**src/core/lcc_pkg.sv**
```systemverilog
// constants, register map and types of the lithium cell charger control block
// ****************************************************************************
// ****************************************************************************
package lcc_pkg;

    // ************************************************************************
    // register indices, byte address is four times the index
    // ************************************************************************
    localparam logic [5:0] IDX_FIRST_CURRENT_SETTING    = 6'h08;
    localparam logic [5:0] IDX_TIMER    = 6'h09;
    localparam logic [5:0] IDX_SECOND_CURRENT_SETTING    = 6'h0A;
    localparam logic [5:0] IDX_CTRL     = 6'h0B;
    localparam logic [5:0] IDX_IRQ_STAT = 6'h0C;
    localparam logic [5:0] IDX_IRQ_MASK = 6'h0D;

    // ************************************************************************
    // field positions
    // ************************************************************************
    localparam int TIMER_CHARGING_STATUS_BIT_BIT = 0;
    localparam int TIMER_TFLT_BIT    = 3;
    localparam int TIMER_TSEL_LSB    = 6;
    localparam int SECOND_CURRENT_SETTING_LSB         = 4;
    localparam int CTRL_SUSP_BIT     = 0;
    localparam int CTRL_OK_BIT       = 1;
    localparam int CTRL_SEL_BIT      = 2;
    localparam int CTRL_VINOK_BIT    = 4;
    localparam int IRQ_TFLT_BIT      = 0;
    localparam int IRQ_DONE_BIT      = 1;
    localparam int IRQ_SUPPLY_BIT    = 2;
    localparam int IRQ_W             = 3;

    // ************************************************************************
    // reset values
    // ************************************************************************
    localparam logic [3:0]       FIRST_CURRENT_SETTING_RST = 4'h0;
    localparam logic [2:0]       SECOND_CURRENT_SETTING_RST = 3'h0;
    localparam logic [1:0]       TSEL_RST  = 2'h0;
    localparam logic             SUSP_RST  = 1'b0;
    localparam logic             SEL_RST   = 1'b0;
    localparam logic [IRQ_W-1:0] MASK_RST  = 3'h0;

    // ************************************************************************
    // timeout select codes
    // ************************************************************************
    localparam logic [1:0] TSEL_60  = 2'h0;
    localparam logic [1:0] TSEL_90  = 2'h1;
    localparam logic [1:0] TSEL_120 = 2'h2;
    localparam logic [1:0] TSEL_OFF = 2'h3;

    // ************************************************************************
    // timing
    // ************************************************************************
    localparam longint     CLK_HZ      = 100_000_000;
    localparam longint     SEC_PER_MIN = 60;
    localparam longint     MINUTE_CYC  = CLK_HZ * SEC_PER_MIN;
    localparam logic [6:0] TMO_60_MIN  = 7'd60;
    localparam logic [6:0] TMO_90_MIN  = 7'd90;
    localparam logic [6:0] TMO_120_MIN = 7'd120;
    localparam logic [6:0] EOC_MIN     = 7'd4;

    // ************************************************************************
    // synchronised input vector positions
    // ************************************************************************
    localparam int SI_ABOVE_BAT  = 0;
    localparam int SI_ABOVE_UVLO = 1;
    localparam int SI_PRECOND_OK = 2;
    localparam int SI_AT_TERM    = 3;
    localparam int SI_EOC        = 4;
    localparam int SI_RESTART    = 5;
    localparam int SI_LEVEL      = 6;
    localparam int SI_FLOAT      = 7;
    localparam int SI_FAULT      = 8;
    localparam int SI_W          = 9;

    typedef enum logic [2:0] {
        ST_SUSPEND,
        ST_PRECOND,
        ST_FAST,
        ST_TOPOFF,
        ST_SLEEP,
        ST_TFAULT
    } lcc_state_t;

endpackage

```
**src/core/lcc_charger_ctrl.sv**
```systemverilog
// charger control state machine with wishbone register file
`timescale 1ns/1ps
`default_nettype none
module lcc_charger_ctrl
    import lcc_pkg::*;
#(
    parameter logic [32:0] MINUTE_CYCLES = 33'(MINUTE_CYC)
) (
    // clock and reset
    input  wire logic        i_ref_clk,
    input  wire logic        i_rst_n,
    // wishbone classic slave
    input  wire logic        i_wb_cyc,
    input  wire logic        i_wb_stb,
    input  wire logic        i_wb_we,
    input  wire logic [7:0]  i_wb_adr,
    input  wire logic [3:0]  i_wb_sel,
    input  wire logic [31:0] i_wb_dat,
    output logic      [31:0] o_wb_dat,
    output logic             o_wb_ack,
    // analog comparators and pins, asynchronous
    input  wire logic        i_vin_above_bat,
    input  wire logic        i_vin_above_uvlo,
    input  wire logic        i_bat_above_precond,
    input  wire logic        i_bat_at_term,
    input  wire logic        i_eoc_below,
    input  wire logic        i_bat_restart,
    input  wire logic        i_current_level_pin,
    input  wire logic        i_current_level_float,
    input  wire logic        i_other_fault,
    // analog loop controls
    output logic             o_charge_en,
    output logic             o_precond_mode,
    output logic             o_cv_mode,
    output logic             o_use_second,
    output logic      [3:0]  o_first_setting,
    output logic      [2:0]  o_second_setting,
    // open-drain status pin
    output logic             o_status_od_o,
    output logic             o_status_od_oe,
    // interrupt
    output logic             o_irq
);

    // ************************************************************************
    // input synchronisation
    // ************************************************************************
    logic [SI_W-1:0] raw_in;
    logic [SI_W-1:0] s_in;
    assign raw_in = {i_other_fault, i_current_level_float, i_current_level_pin,
                     i_bat_restart, i_eoc_below, i_bat_at_term, i_bat_above_precond,
                     i_vin_above_uvlo, i_vin_above_bat};
    lcc_sync2 #(.WIDTH(SI_W)) u_sync (
        .i_ref_clk (i_ref_clk),
        .i_rst_n   (i_rst_n),
        .i_async   (raw_in),
        .o_sync    (s_in)
    );

    // ************************************************************************
    // register state
    // ************************************************************************
    logic [3:0]       first_current_setting;
    logic [2:0]       second_current_setting;
    logic [1:0]       timeout_select_field;
    logic             suspend_charging_bit;
    logic             current_select_bit;
    logic [IRQ_W-1:0] irq_stat;
    logic [IRQ_W-1:0] irq_mask;
    logic             ack;
    logic [31:0]      rdata;
    logic [3:0]       next_first_current_setting;
    logic [2:0]       next_second_current_setting;
    logic [1:0]       next_timeout_select_field;
    logic             next_suspend_charging_bit;
    logic             next_current_select_bit;
    logic [IRQ_W-1:0] next_irq_stat;
    logic [IRQ_W-1:0] next_irq_mask;
    logic             next_ack;
    logic [31:0]      next_rdata;

    // ************************************************************************
    // charger state
    // ************************************************************************
    lcc_state_t  state;
    lcc_state_t  next_state;
    logic [32:0] presc;
    logic [32:0] next_presc;
    logic [6:0]  minutes;
    logic [6:0]  next_minutes;
    logic        timeout_fault_bit;
    logic        next_timeout_fault_bit;
    logic        supply_prev;
    logic        next_supply_prev;
    logic        input_supply_good_bit;
    logic        charger_ok_bit;
    logic        charging_status_bit;
    logic        blocked;
    logic        run_ok;
    logic        tick;
    logic        restart_count;
    logic        tmo_off;
    logic [6:0]  tmo_limit;
    logic [IRQ_W-1:0] events;

    // ************************************************************************
    // status decode
    // ************************************************************************
    assign input_supply_good_bit = s_in[SI_ABOVE_BAT] & s_in[SI_ABOVE_UVLO];
    assign charger_ok_bit = input_supply_good_bit & ~s_in[SI_FAULT]
                          & ~timeout_fault_bit;
    assign blocked = s_in[SI_FLOAT] | suspend_charging_bit | s_in[SI_FAULT]
                   | timeout_fault_bit;
    // enable needs both supply comparators and no float, suspend, fault or timeout; no external detect signal
    assign run_ok = input_supply_good_bit & ~blocked;
    assign charging_status_bit = (state == ST_PRECOND) | (state == ST_FAST)
                               | (state == ST_TOPOFF);
    assign tick = (presc == MINUTE_CYCLES - 33'h1);
    always_comb begin
        tmo_off   = 1'b0;
        tmo_limit = TMO_60_MIN;
        case (timeout_select_field)
            TSEL_60:  tmo_limit = TMO_60_MIN;
            TSEL_90:  tmo_limit = TMO_90_MIN;
            TSEL_120: tmo_limit = TMO_120_MIN;
            TSEL_OFF: tmo_off   = 1'b1;
            default:  tmo_limit = TMO_60_MIN;
        endcase
    end

    // ************************************************************************
    // charger state machine and timers
    // ************************************************************************
    always_comb begin
        next_state = state;
        case (state)
            ST_SUSPEND: begin
                if (run_ok) begin
                    next_state = ST_PRECOND;
                end
            end
            ST_PRECOND: begin
                if (!run_ok) begin
                    next_state = ST_SUSPEND;
                end else if (s_in[SI_PRECOND_OK]) begin
                    next_state = ST_FAST;
                end else if (!tmo_off && minutes == tmo_limit) begin
                    next_state = ST_TFAULT;
                end
            end
            ST_FAST: begin
                if (!run_ok) begin
                    next_state = ST_SUSPEND;
                end else if (s_in[SI_AT_TERM]) begin
                    next_state = ST_TOPOFF;
                end
            end
            ST_TOPOFF: begin
                if (!run_ok) begin
                    next_state = ST_SUSPEND;
                end else if (minutes == EOC_MIN) begin
                    next_state = ST_SLEEP;
                end
            end
            ST_SLEEP: begin
                if (!run_ok) begin
                    next_state = ST_SUSPEND;
                end else if (s_in[SI_RESTART]) begin
                    next_state = ST_PRECOND;
                end
            end
            ST_TFAULT: begin
                // no direct path back to charging, only through suspend
                if (!input_supply_good_bit || suspend_charging_bit) begin
                    next_state = ST_SUSPEND;
                end
            end
            default: next_state = ST_SUSPEND;
        endcase
        // minute counter restarts on every state entry, so the safety timer
        // only ever measures time spent in precondition
        restart_count = (next_state != state)
                      || (state == ST_TOPOFF && !s_in[SI_EOC]);
        if (restart_count || tick) begin
            next_presc = '0;
        end else begin
            next_presc = presc + 33'h1;
        end
        if (restart_count) begin
            next_minutes = '0;
        end else if (tick && (state == ST_PRECOND || state == ST_TOPOFF)
                     && minutes != 7'h7F) begin
            next_minutes = minutes + 7'h1;
        end else begin
            next_minutes = minutes;
        end
        next_timeout_fault_bit = (next_state == ST_TFAULT);
        next_supply_prev       = input_supply_good_bit;
    end

    always_ff @(posedge i_ref_clk or negedge i_rst_n) begin
        if (!i_rst_n) begin
            state             <= ST_SUSPEND;
            presc             <= '0;
            minutes           <= '0;
            timeout_fault_bit <= 1'b0;
            supply_prev       <= 1'b0;
        end else begin
            state             <= next_state;
            presc             <= next_presc;
            minutes           <= next_minutes;
            timeout_fault_bit <= next_timeout_fault_bit;
            supply_prev       <= next_supply_prev;
        end
    end

    // ************************************************************************
    // register file and wishbone slave
    // ************************************************************************
    logic       wr_en;
    logic [5:0] idx;
    logic [7:0] wbyte;
    assign idx   = i_wb_adr[7:2];
    assign wbyte = i_wb_dat[7:0];
    // a write lands on the edge where the master sees ack
    assign wr_en = i_wb_cyc & i_wb_stb & i_wb_we & ack & i_wb_sel[0];
    assign events[IRQ_TFLT_BIT]   = (next_state == ST_TFAULT) && (state != ST_TFAULT);
    assign events[IRQ_DONE_BIT]   = (next_state == ST_SLEEP) && (state != ST_SLEEP);
    assign events[IRQ_SUPPLY_BIT] = input_supply_good_bit ^ supply_prev;

    always_comb begin
        next_first_current_setting  = first_current_setting;
        next_second_current_setting = second_current_setting;
        next_timeout_select_field   = timeout_select_field;
        next_suspend_charging_bit   = suspend_charging_bit;
        next_current_select_bit     = current_select_bit;
        next_irq_mask               = irq_mask;
        next_irq_stat               = irq_stat;
        if (wr_en) begin
            case (idx)
                IDX_FIRST_CURRENT_SETTING: next_first_current_setting = wbyte[3:0];
                IDX_SECOND_CURRENT_SETTING: next_second_current_setting =
                               wbyte[SECOND_CURRENT_SETTING_LSB+:3];
                IDX_TIMER: next_timeout_select_field = wbyte[TIMER_TSEL_LSB+:2];
                IDX_CTRL: begin
                    next_suspend_charging_bit = wbyte[CTRL_SUSP_BIT];
                    next_current_select_bit   = wbyte[CTRL_SEL_BIT];
                end
                IDX_IRQ_STAT: next_irq_stat = irq_stat & ~wbyte[IRQ_W-1:0];
                IDX_IRQ_MASK: next_irq_mask = wbyte[IRQ_W-1:0];
                default: next_irq_mask = irq_mask;
            endcase
        end
        // a new event wins over a clear in the same cycle
        next_irq_stat = next_irq_stat | events;
        next_ack   = i_wb_cyc & i_wb_stb & ~ack;
        next_rdata = '0;
        case (idx)
            IDX_FIRST_CURRENT_SETTING: next_rdata[3:0] = first_current_setting;
            IDX_SECOND_CURRENT_SETTING: next_rdata[SECOND_CURRENT_SETTING_LSB+:3] = second_current_setting;
            IDX_TIMER: begin
                next_rdata[TIMER_CHARGING_STATUS_BIT_BIT]  = charging_status_bit;
                next_rdata[TIMER_TFLT_BIT]     = timeout_fault_bit;
                next_rdata[TIMER_TSEL_LSB+:2]  = timeout_select_field;
            end
            IDX_CTRL: begin
                next_rdata[CTRL_SUSP_BIT]  = suspend_charging_bit;
                next_rdata[CTRL_OK_BIT]    = charger_ok_bit;
                next_rdata[CTRL_SEL_BIT]   = current_select_bit;
                next_rdata[CTRL_VINOK_BIT] = input_supply_good_bit;
            end
            IDX_IRQ_STAT: next_rdata[IRQ_W-1:0] = irq_stat;
            IDX_IRQ_MASK: next_rdata[IRQ_W-1:0] = irq_mask;
            default:      next_rdata = '0;
        endcase
        if (!next_ack) begin
            next_rdata = rdata;
        end
    end

    always_ff @(posedge i_ref_clk or negedge i_rst_n) begin
        if (!i_rst_n) begin
            first_current_setting  <= FIRST_CURRENT_SETTING_RST;
            second_current_setting <= SECOND_CURRENT_SETTING_RST;
            timeout_select_field   <= TSEL_RST;
            suspend_charging_bit   <= SUSP_RST;
            current_select_bit     <= SEL_RST;
            irq_stat               <= '0;
            irq_mask               <= MASK_RST;
            ack                    <= 1'b0;
            rdata                  <= '0;
        end else begin
            first_current_setting  <= next_first_current_setting;
            second_current_setting <= next_second_current_setting;
            timeout_select_field   <= next_timeout_select_field;
            suspend_charging_bit   <= next_suspend_charging_bit;
            current_select_bit     <= next_current_select_bit;
            irq_stat               <= next_irq_stat;
            irq_mask               <= next_irq_mask;
            ack                    <= next_ack;
            rdata                  <= next_rdata;
        end
    end

    // ************************************************************************
    // outputs
    // ************************************************************************
    always_ff @(posedge i_ref_clk or negedge i_rst_n) begin
        if (!i_rst_n) begin
            o_charge_en    <= 1'b0;
            o_precond_mode <= 1'b0;
            o_cv_mode      <= 1'b0;
            o_use_second   <= 1'b0;
            o_status_od_oe <= 1'b0;
            o_irq          <= 1'b0;
        end else begin
            o_charge_en    <= charging_status_bit;
            o_precond_mode <= (state == ST_PRECOND);
            o_cv_mode      <= (state == ST_TOPOFF);
            // either source high picks the second setting; register-only use
            // relies on the level pin being grounded
            o_use_second   <= s_in[SI_LEVEL] | current_select_bit;
            o_status_od_oe <= charging_status_bit;
            o_irq          <= |(irq_stat & irq_mask);
        end
    end

    assign o_wb_ack         = ack;
    assign o_wb_dat         = rdata;
    assign o_first_setting  = first_current_setting;
    assign o_second_setting = second_current_setting;
    assign o_status_od_o    = 1'b0;

endmodule
`default_nettype wire

```
**src/core/lcc_sync2.sv**
```systemverilog
// two-flop synchroniser for a vector of independent level inputs
`timescale 1ns/1ps
`default_nettype none
module lcc_sync2 #(
    parameter int WIDTH = 1
) (
    // clock and reset
    input  wire logic             i_ref_clk,
    input  wire logic             i_rst_n,
    // levels
    input  wire logic [WIDTH-1:0] i_async,
    output logic      [WIDTH-1:0] o_sync
);

    logic [WIDTH-1:0] meta;

    // the first stage feeds only the second
    always_ff @(posedge i_ref_clk or negedge i_rst_n) begin
        if (!i_rst_n) begin
            meta   <= '0;
            o_sync <= '0;
        end else begin
            meta   <= i_async;
            o_sync <= meta;
        end
    end

endmodule
`default_nettype wire

```
**config.mk**
```make
export PLATFORM = sky130hd
export DESIGN_NAME = lcc_charger_ctrl
export DESIGN_NICKNAME = d
export VERILOG_FILES = /design/src/core/lcc_pkg.sv /design/src/core/lcc_charger_ctrl.sv /design/src/core/lcc_sync2.sv
export SDC_FILE = /design/constraint.sdc
export NUM_CORES = 1
export LEC_CHECK = 0
export ABC_CLOCK_PERIOD_IN_PS = 4800
export BUFFER_PORTS_ARGS = -buffer_cell sky130_fd_sc_hd__buf_2
export CAP_MARGIN = 20
export CORE_AREA = 3 3 138 140
export CTS_BUF_LIST = sky130_fd_sc_hd__clkbuf_16
export CTS_CLUSTER_SIZE = 40
export DETAILED_ROUTE_END_ITERATION = 10
export DIE_AREA = 0 0 141 143
export SYNTH_ARGS = -nofsm -noshare
export SYNTH_HDL_FRONTEND = slang
export SYNTH_HIERARCHICAL = 1
export SYNTH_SLANG_ARGS = --single-unit
```
**constraint.sdc**
```tcl
create_clock -name i_ref_clk -period 4.8 [get_ports i_ref_clk]
set_clock_uncertainty 0.1 [all_clocks]
set_input_delay 0.24 -clock i_ref_clk [delete_from_list [all_inputs] [get_ports i_ref_clk]]
set_output_delay 0.24 -clock i_ref_clk [all_outputs]
set_load 0.01 [all_outputs]
```
Yosys cells after proc, flatten, opt, wreduce, memory -nomap -nowiden
Cells that the tools add are included.
{ "word_totals": {"mem_count": 0, "elab_cells": 117, "output_inout_bits": 47, "input_bits": 58, "mem_bits_ro": 0, "latchBits": 0, "ramBits": 0, "reg_bits": 94} }
{ "classes": {"n_eq_ne": 23, "magnitude_cmp": 0, "mux": 26, "shift": 0, "div_mod_pow": 0, "addsub": 2, "reduce_logical": 21, "bitwise": 24, "mul": 0} }
{ "ops": {"columns": ["operator", "n"], "rows": [
  ["$mux 3", 13],
  ["$eq 6x4->1 const B", 6],
  ["$add 33x1->33 const B", 1],
  ["$eq 33x33->1 const B", 1],
  ["$mux 33", 1],
  ["$pmux 3 s6", 1],
  ["$mux 7", 2],
  ["$pmux 7 s2", 1],
  ["$eq 3x3->1 const B", 4],
  ["$reduce_and 2->1", 5],
  ["$and 1x1->1", 9],
  ["$pmux 2 s4", 1],
  ["$add 7x1->7 const B", 1],
  ["$eq 7x3->1 const B", 1],
  ["$eq 7x7->1", 1],
  ["$ne 7x7->1 const B", 1],
  ["$and 3x3->3", 2],
  ["$eq 3x2->1 const B", 2],
  ["$logic_and 1x1->1", 6],
  ["$ne 3x3->1 const B", 2],
  ["$or 1x1->1", 6],
  ["$pmux 1 s2", 3],
  ["$pmux 1 s5", 1],
  ["$eq 2x2->1 const B", 2],
  ["13 further kinds", 23]
]} }

Depth between registers and ports, before layout
{ "depth": {"depth_word": 12, "ltp_mapped": 9, "depth_no_buf": 8} }

Modules after synthesis
The synthesis kept the hierarchy.
{ "modules_own_cells": {"columns": ["mod", "n_inst", "seq_area_each_um2", "cells_per_inst", "area_per_inst_um2"], "rows": [
  ["lcc_charger_ctrl", 1, 1901.8, 413, 3977.6],
  ["lcc_sync2", 1, 450.4, 18, 450.4]
]} }

Worst setup path after synthesis
Ideal clock, no wire load.
{ "synth_timing": {"path_kind": "flip-flop to flip-flop", "startpoint": "register presc[25]", "endpoint": "register minutes[5]", "t_arrival_ps": 2225, "path_buffers": 0, "setup_slack_ps": 2396, "stages_incl_launch_ff": 7, "period_less_slack_ps": 2404, "required_ps": 4621, "setup_time_ps": 79, "cell_sequence": "dfrtp_1 or4b_1 or3_4 nor4_4 nand4_2 or3_1 a21oi_1"} }
{ "synth_via": {"elab_chain_cells": 4} }
{ "synth_rtl": {"columns": ["item", "line", "rtl"], "rows": [
  ["start, declared", "lcc_charger_ctrl.sv:87", "logic [32:0] presc;"],
  ["start signal, assigned", "lcc_charger_ctrl.sv:210", "presc <= next_presc;"],
  ["$eq 33x33->1", "lcc_charger_ctrl.sv:118", "assign tick = (presc == MINUTE_CYCLES - 33'h1);"],
  ["$logic_and 1x1->1", "lcc_charger_ctrl.sv:191", "end else if (tick && (state == ST_PRECOND || state == ST_TOPOFF)"],
  ["$logic_and 1x1->1", "lcc_charger_ctrl.sv:192", "&& minutes != 7'h7F) begin"],
  ["$reduce_bool 2->1 (no source line)", null, null],
  ["end signal, assigned", "lcc_charger_ctrl.sv:211", "minutes <= next_minutes;"],
  ["end, declared", "lcc_charger_ctrl.sv:89", "logic [6:0] minutes;"]
]} }
Every way passes these cells.
A chain may end at the register's enable or synchronous reset.

Worst setup path after layout
{ "layout_timing": {"startpoint": "register minutes[0]", "endpoint": "register presc[29]"} }
{ "layout_via": {"elab_chain_cells": 10, "elab_cells_between_ends": 13, "classes_between": "3 x eq/ne; 7 x mux; 3 x reduce/logical"} }
{ "layout_rtl": {"columns": ["item", "line", "rtl"], "rows": [
  ["$eq 7x7->1", "lcc_charger_ctrl.sv:147", "end else if (!tmo_off && minutes == tmo_limit) begin"],
  ["$logic_and 1x1->1", "lcc_charger_ctrl.sv:147", null],
  ["$mux 3", "lcc_charger_ctrl.sv:147", null],
  ["$mux 3", "lcc_charger_ctrl.sv:145", "end else if (s_in[SI_PRECOND_OK]) begin"],
  ["$mux 3", "lcc_charger_ctrl.sv:143", "if (!run_ok) begin"],
  ["$pmux 3 s6 *", "lcc_charger_ctrl.sv:136", "case (state)"],
  ["$ne 3x3->1 *", "lcc_charger_ctrl.sv:182", "restart_count = (next_state != state)"],
  ["$logic_or 1x1->1 *", "lcc_charger_ctrl.sv:183", "|| (state == ST_TOPOFF && !s_in[SI_EOC]);"],
  ["$logic_or 1x1->1 *", "lcc_charger_ctrl.sv:184", "if (restart_count || tick) begin"],
  ["$mux 33 *", "lcc_charger_ctrl.sv:184", null],
  ["net next_presc[29]", "lcc_charger_ctrl.sv:88", "logic [32:0] next_presc;"]
]} }
Mark *: on every way through the listed nets, which the timed path passes. The rest lies on a longest branch.

==> metrics.txt <==
Synth Area in XOR/XNOR 0.06329; number of H-tree levels 3; total gr overflow 0; Cells after Synth between 400 and 500; Placer Congestion 0.8135; top-area cell type share of the netlist area 0.5312; sequential share of power 0.500; first-pass GRT wire length 14940 um; post-layout instance area around 0.0052 mm2; Placement Cell Area roughly 0.0048 mm2; synth-to-layout area growth 18.34%; Vias 3176; Port-buffer cells 50; Mapped Area 0.004428 mm2; flip-flop and latch area roughly 0.0024 mm2; Tot GR Track Use 0.09093; outcome finished clean; fin crit share 0.5967; Die X-Extent 141 um; startpoint types flop; Clock Tree Buf Depth 2; Worst Path Required 4.94 ns; DRT antenna net count 0; Nets 554; Max Cap Violations 0; Slew @ Worst Pin 0.9806 ns; Crit Path Max Fanout 17; largest family of logic cells by synthesized area simple AND/OR/NAND/NOR gates; clk slew on worst S/H paths 0.06 ns; Total Wirelength 8717 um; Fill cells 1910; CTS Buf Count 9; Final setup violation count 0; Power Density 325.4 mW/mm2; multi-input logic area 0.001879 mm2; core area 0.01796 mm2; FP Rows 49; clock share of power 0.427; largest net degree at the start of global routing 50; mean routed wirelength per cell 12.04 um; Final Hold Fails 0; CTS tree built; Period minus WS final 2.864 ns; Area contributors post-synth dfrtp_1 53%, nor2_1 5.2%, buf_4 4.4%; Synth Area in Compound Gates 0.06753; Psw 0.3798 mW; post-synthesis sequential area ratio 0.5312; Ant. Diodes 0; Slew HR 0.3438; share of cells above drive strength 1 0.1798; Worst Path Arrival 3.01 ns; detailed-placement wirelength estimate just over 6000 um; Internal 1.325 mW; Synth Warn # 6; # DRC 0; #FFs+latches synth 94; number of global-route vias before repair 3042; first drt pass iteration count 4; Hold Crit Class in -> reg; Slew Viols, Final 0; EDFF count, synth 0; RSZ-0062 raised after global routing no; leakage power between 2 and 2.5 nW; Switching Share 0.2227; Synth cell types 52; DR iter-0 viols 204; Setup crit end kind flop; ys flop type dfrtp_1; initial antenna violation count 0; # clock sinks between 90 and 100; Worst-Skew Late Latency 0.34 ns; Setup Buffers After CTS 0; Adder-Cell Fraction of Synth Area 0.01413; Synth Area per Inst 10.27 um2; Max Freq 349.1 MHz; TNS Setup 0 ns; chip height 143 um; simple-gate share of the synthesized area 0.2162; post-CTS sizing 0; die area 0.02016 mm2; Synth area leader dfrtp_1; Starting Density 0.2465; Root Driver clkbuf_16; post-DR vias/cell 4.387; Max VDD drop about 0.00014 V; Gate power share 0.073; io pins 105; ys async rst share 1.000; cts hold-fix bufs 10; Worst Path Class, Setup reg -> reg; mux contribution to synthesized area 0.04210
-- worst max-delay path: stages, from the launching register on --
cell and delay (ns):
dfrtp_1 0.44, inv_1 0.07, ha_1 0.20, nor3b_1 0.15
a41o_1 0.31, or2_2 0.32, a21oi_1 0.16, nand4b_1 0.67
a21oi_1 0.34
-- cell usage in the layout (no fill, tap or decap), drive strengths merged, types with 5 or more instances in the layout --
master / instances
nor2: 61
dfrtp: 94
xnor2: 10
buf: 52
clkbuf: 9
xor2: 22
dlygate4sd3: 10
or2: 6
nor4b: 5
and3: 10
nor4: 6
inv: 15
nand2: 39
nand4: 10
ha: 5
a21oi: 13
o21ai: 6
nand3: 17
conb: 25
mux2: 13
nor3: 7
-- kinds of logic after synthesis --
family,count (synthesis)
other,1
adder cells (fa/ha/maj),5
AND/OR/NAND/NOR,187
AO/OA/AOI/OAI,45
buffers and inverters,50
flip-flops,94
multiplexers,17
XOR/XNOR,32
-- cells in the mapped netlist (2+ instances only) --
master and number:
a211oi_1 2, a21oi_1 13, a22oi_1 4, a31oi_1 2, and2_1 3, and3_1 9, and4_1 3, buf_4 26
clkbuf_1 10, dfrtp_1 94, ha_1 5, inv_1 13, mux2_2 13, mux2i_1 4, nand2_1 39, nand2b_1 4
nand3_1 17, nand4_1 9, nand4b_1 3, nor2_1 61, nor2b_1 2, nor3_1 7, nor3b_1 3, nor4_1 5
nor4b_1 5, o211ai_1 2, o21a_1 2, o21ai_0 6, o22ai_1 2, o311ai_0 2, o31ai_1 3, or2_2 6
or3_1 3, xnor2_1 10, xor2_1 22
-- registers in the layout, summed over array words and instances, names as in the netlist, 2 cells and up --
| register | count |
|---|---|
| presc | 33 |
| u_sync/meta | 9 |
| u_sync/o_sync | 9 |
| o_wb_dat | 8 |
| minutes | 7 |
| o_first_setting | 4 |
| irq_mask | 3 |
| irq_stat | 3 |
| o_second_setting | 3 |
| state | 3 |
| timeout_select_field | 2 |
-- path summary, 6_finish.rpt --
path	start	to	slack, ns	depth (start not counted)
hold reg to reg	u_sync/meta[1]	u_sync/o_sync[1]	0.25	0
hold / removal	i_wb_dat[5]	o_second_setting[1]	0.03	2
max in group asynchronous	i_rst_n	u_sync/meta[4]	3.22	3
min in group asynchronous	i_rst_n	o_second_setting[1]	0.36	2
setup / recovery	minutes[0]	presc[29]	1.94	8
setup reg to reg	minutes[0]	presc[29]	1.94	8
-- per-stage QoR --
stage | hold slack [ns] | setup slack (ns) | util | instances | power (mW)
6_report | 0.03100 | 1.936 | 0.2917 | 724 | 1.705
3_5_place_dp | 0.2000 | 1.892 | 0.2691 | 699 | 0.9872
2_1_floorplan | -0.1556 | 2.396 | - | 455 | 0.9452
3_3_place_gp | 0.1997 | 1.949 | 0.2691 | 699 | 0.9849
5_1_grt | 0.03389 | 1.622 | 0.2917 | 724 | 1.789
4_1_cts | 0.01966 | 1.865 | 0.2917 | 724 | 1.736
-- layout make-up --
class / instances / area share
Inverter: 13 / 0.009312
Clock buffer: 9 / 0.04298
Sequential cell: 94 / 0.4489
Tap cell: 229 / 0.05468
Clock inverter: 6 / 0.01528
Multi-Input combinational cell: 311 / 0.3586
Timing Repair Buffer: 62 / 0.07020
-- layer usage --
metal,routed length [um],up-vias,GRT usage
li1,-,1556,-
met1,4171,1509,0.1248
met2,3830,100,0.1384
met3,584,11,0.02679
met4,130,0,0.02958
met5,0,-,0
-- power by group through the flow --
stage / sequential, mW / combinational [mW] / clock [mW]
floorplan: 0.866 / 0.0793 / 0
global placement: 0.866 / 0.119 / 0
detailed placement: 0.867 / 0.120 / 0
CTS: 0.852 / 0.128 / 0.755
global route: 0.859 / 0.146 / 0.785
finish: 0.852 / 0.125 / 0.728
No activity file was read; power rests on OpenSTA's default activity.
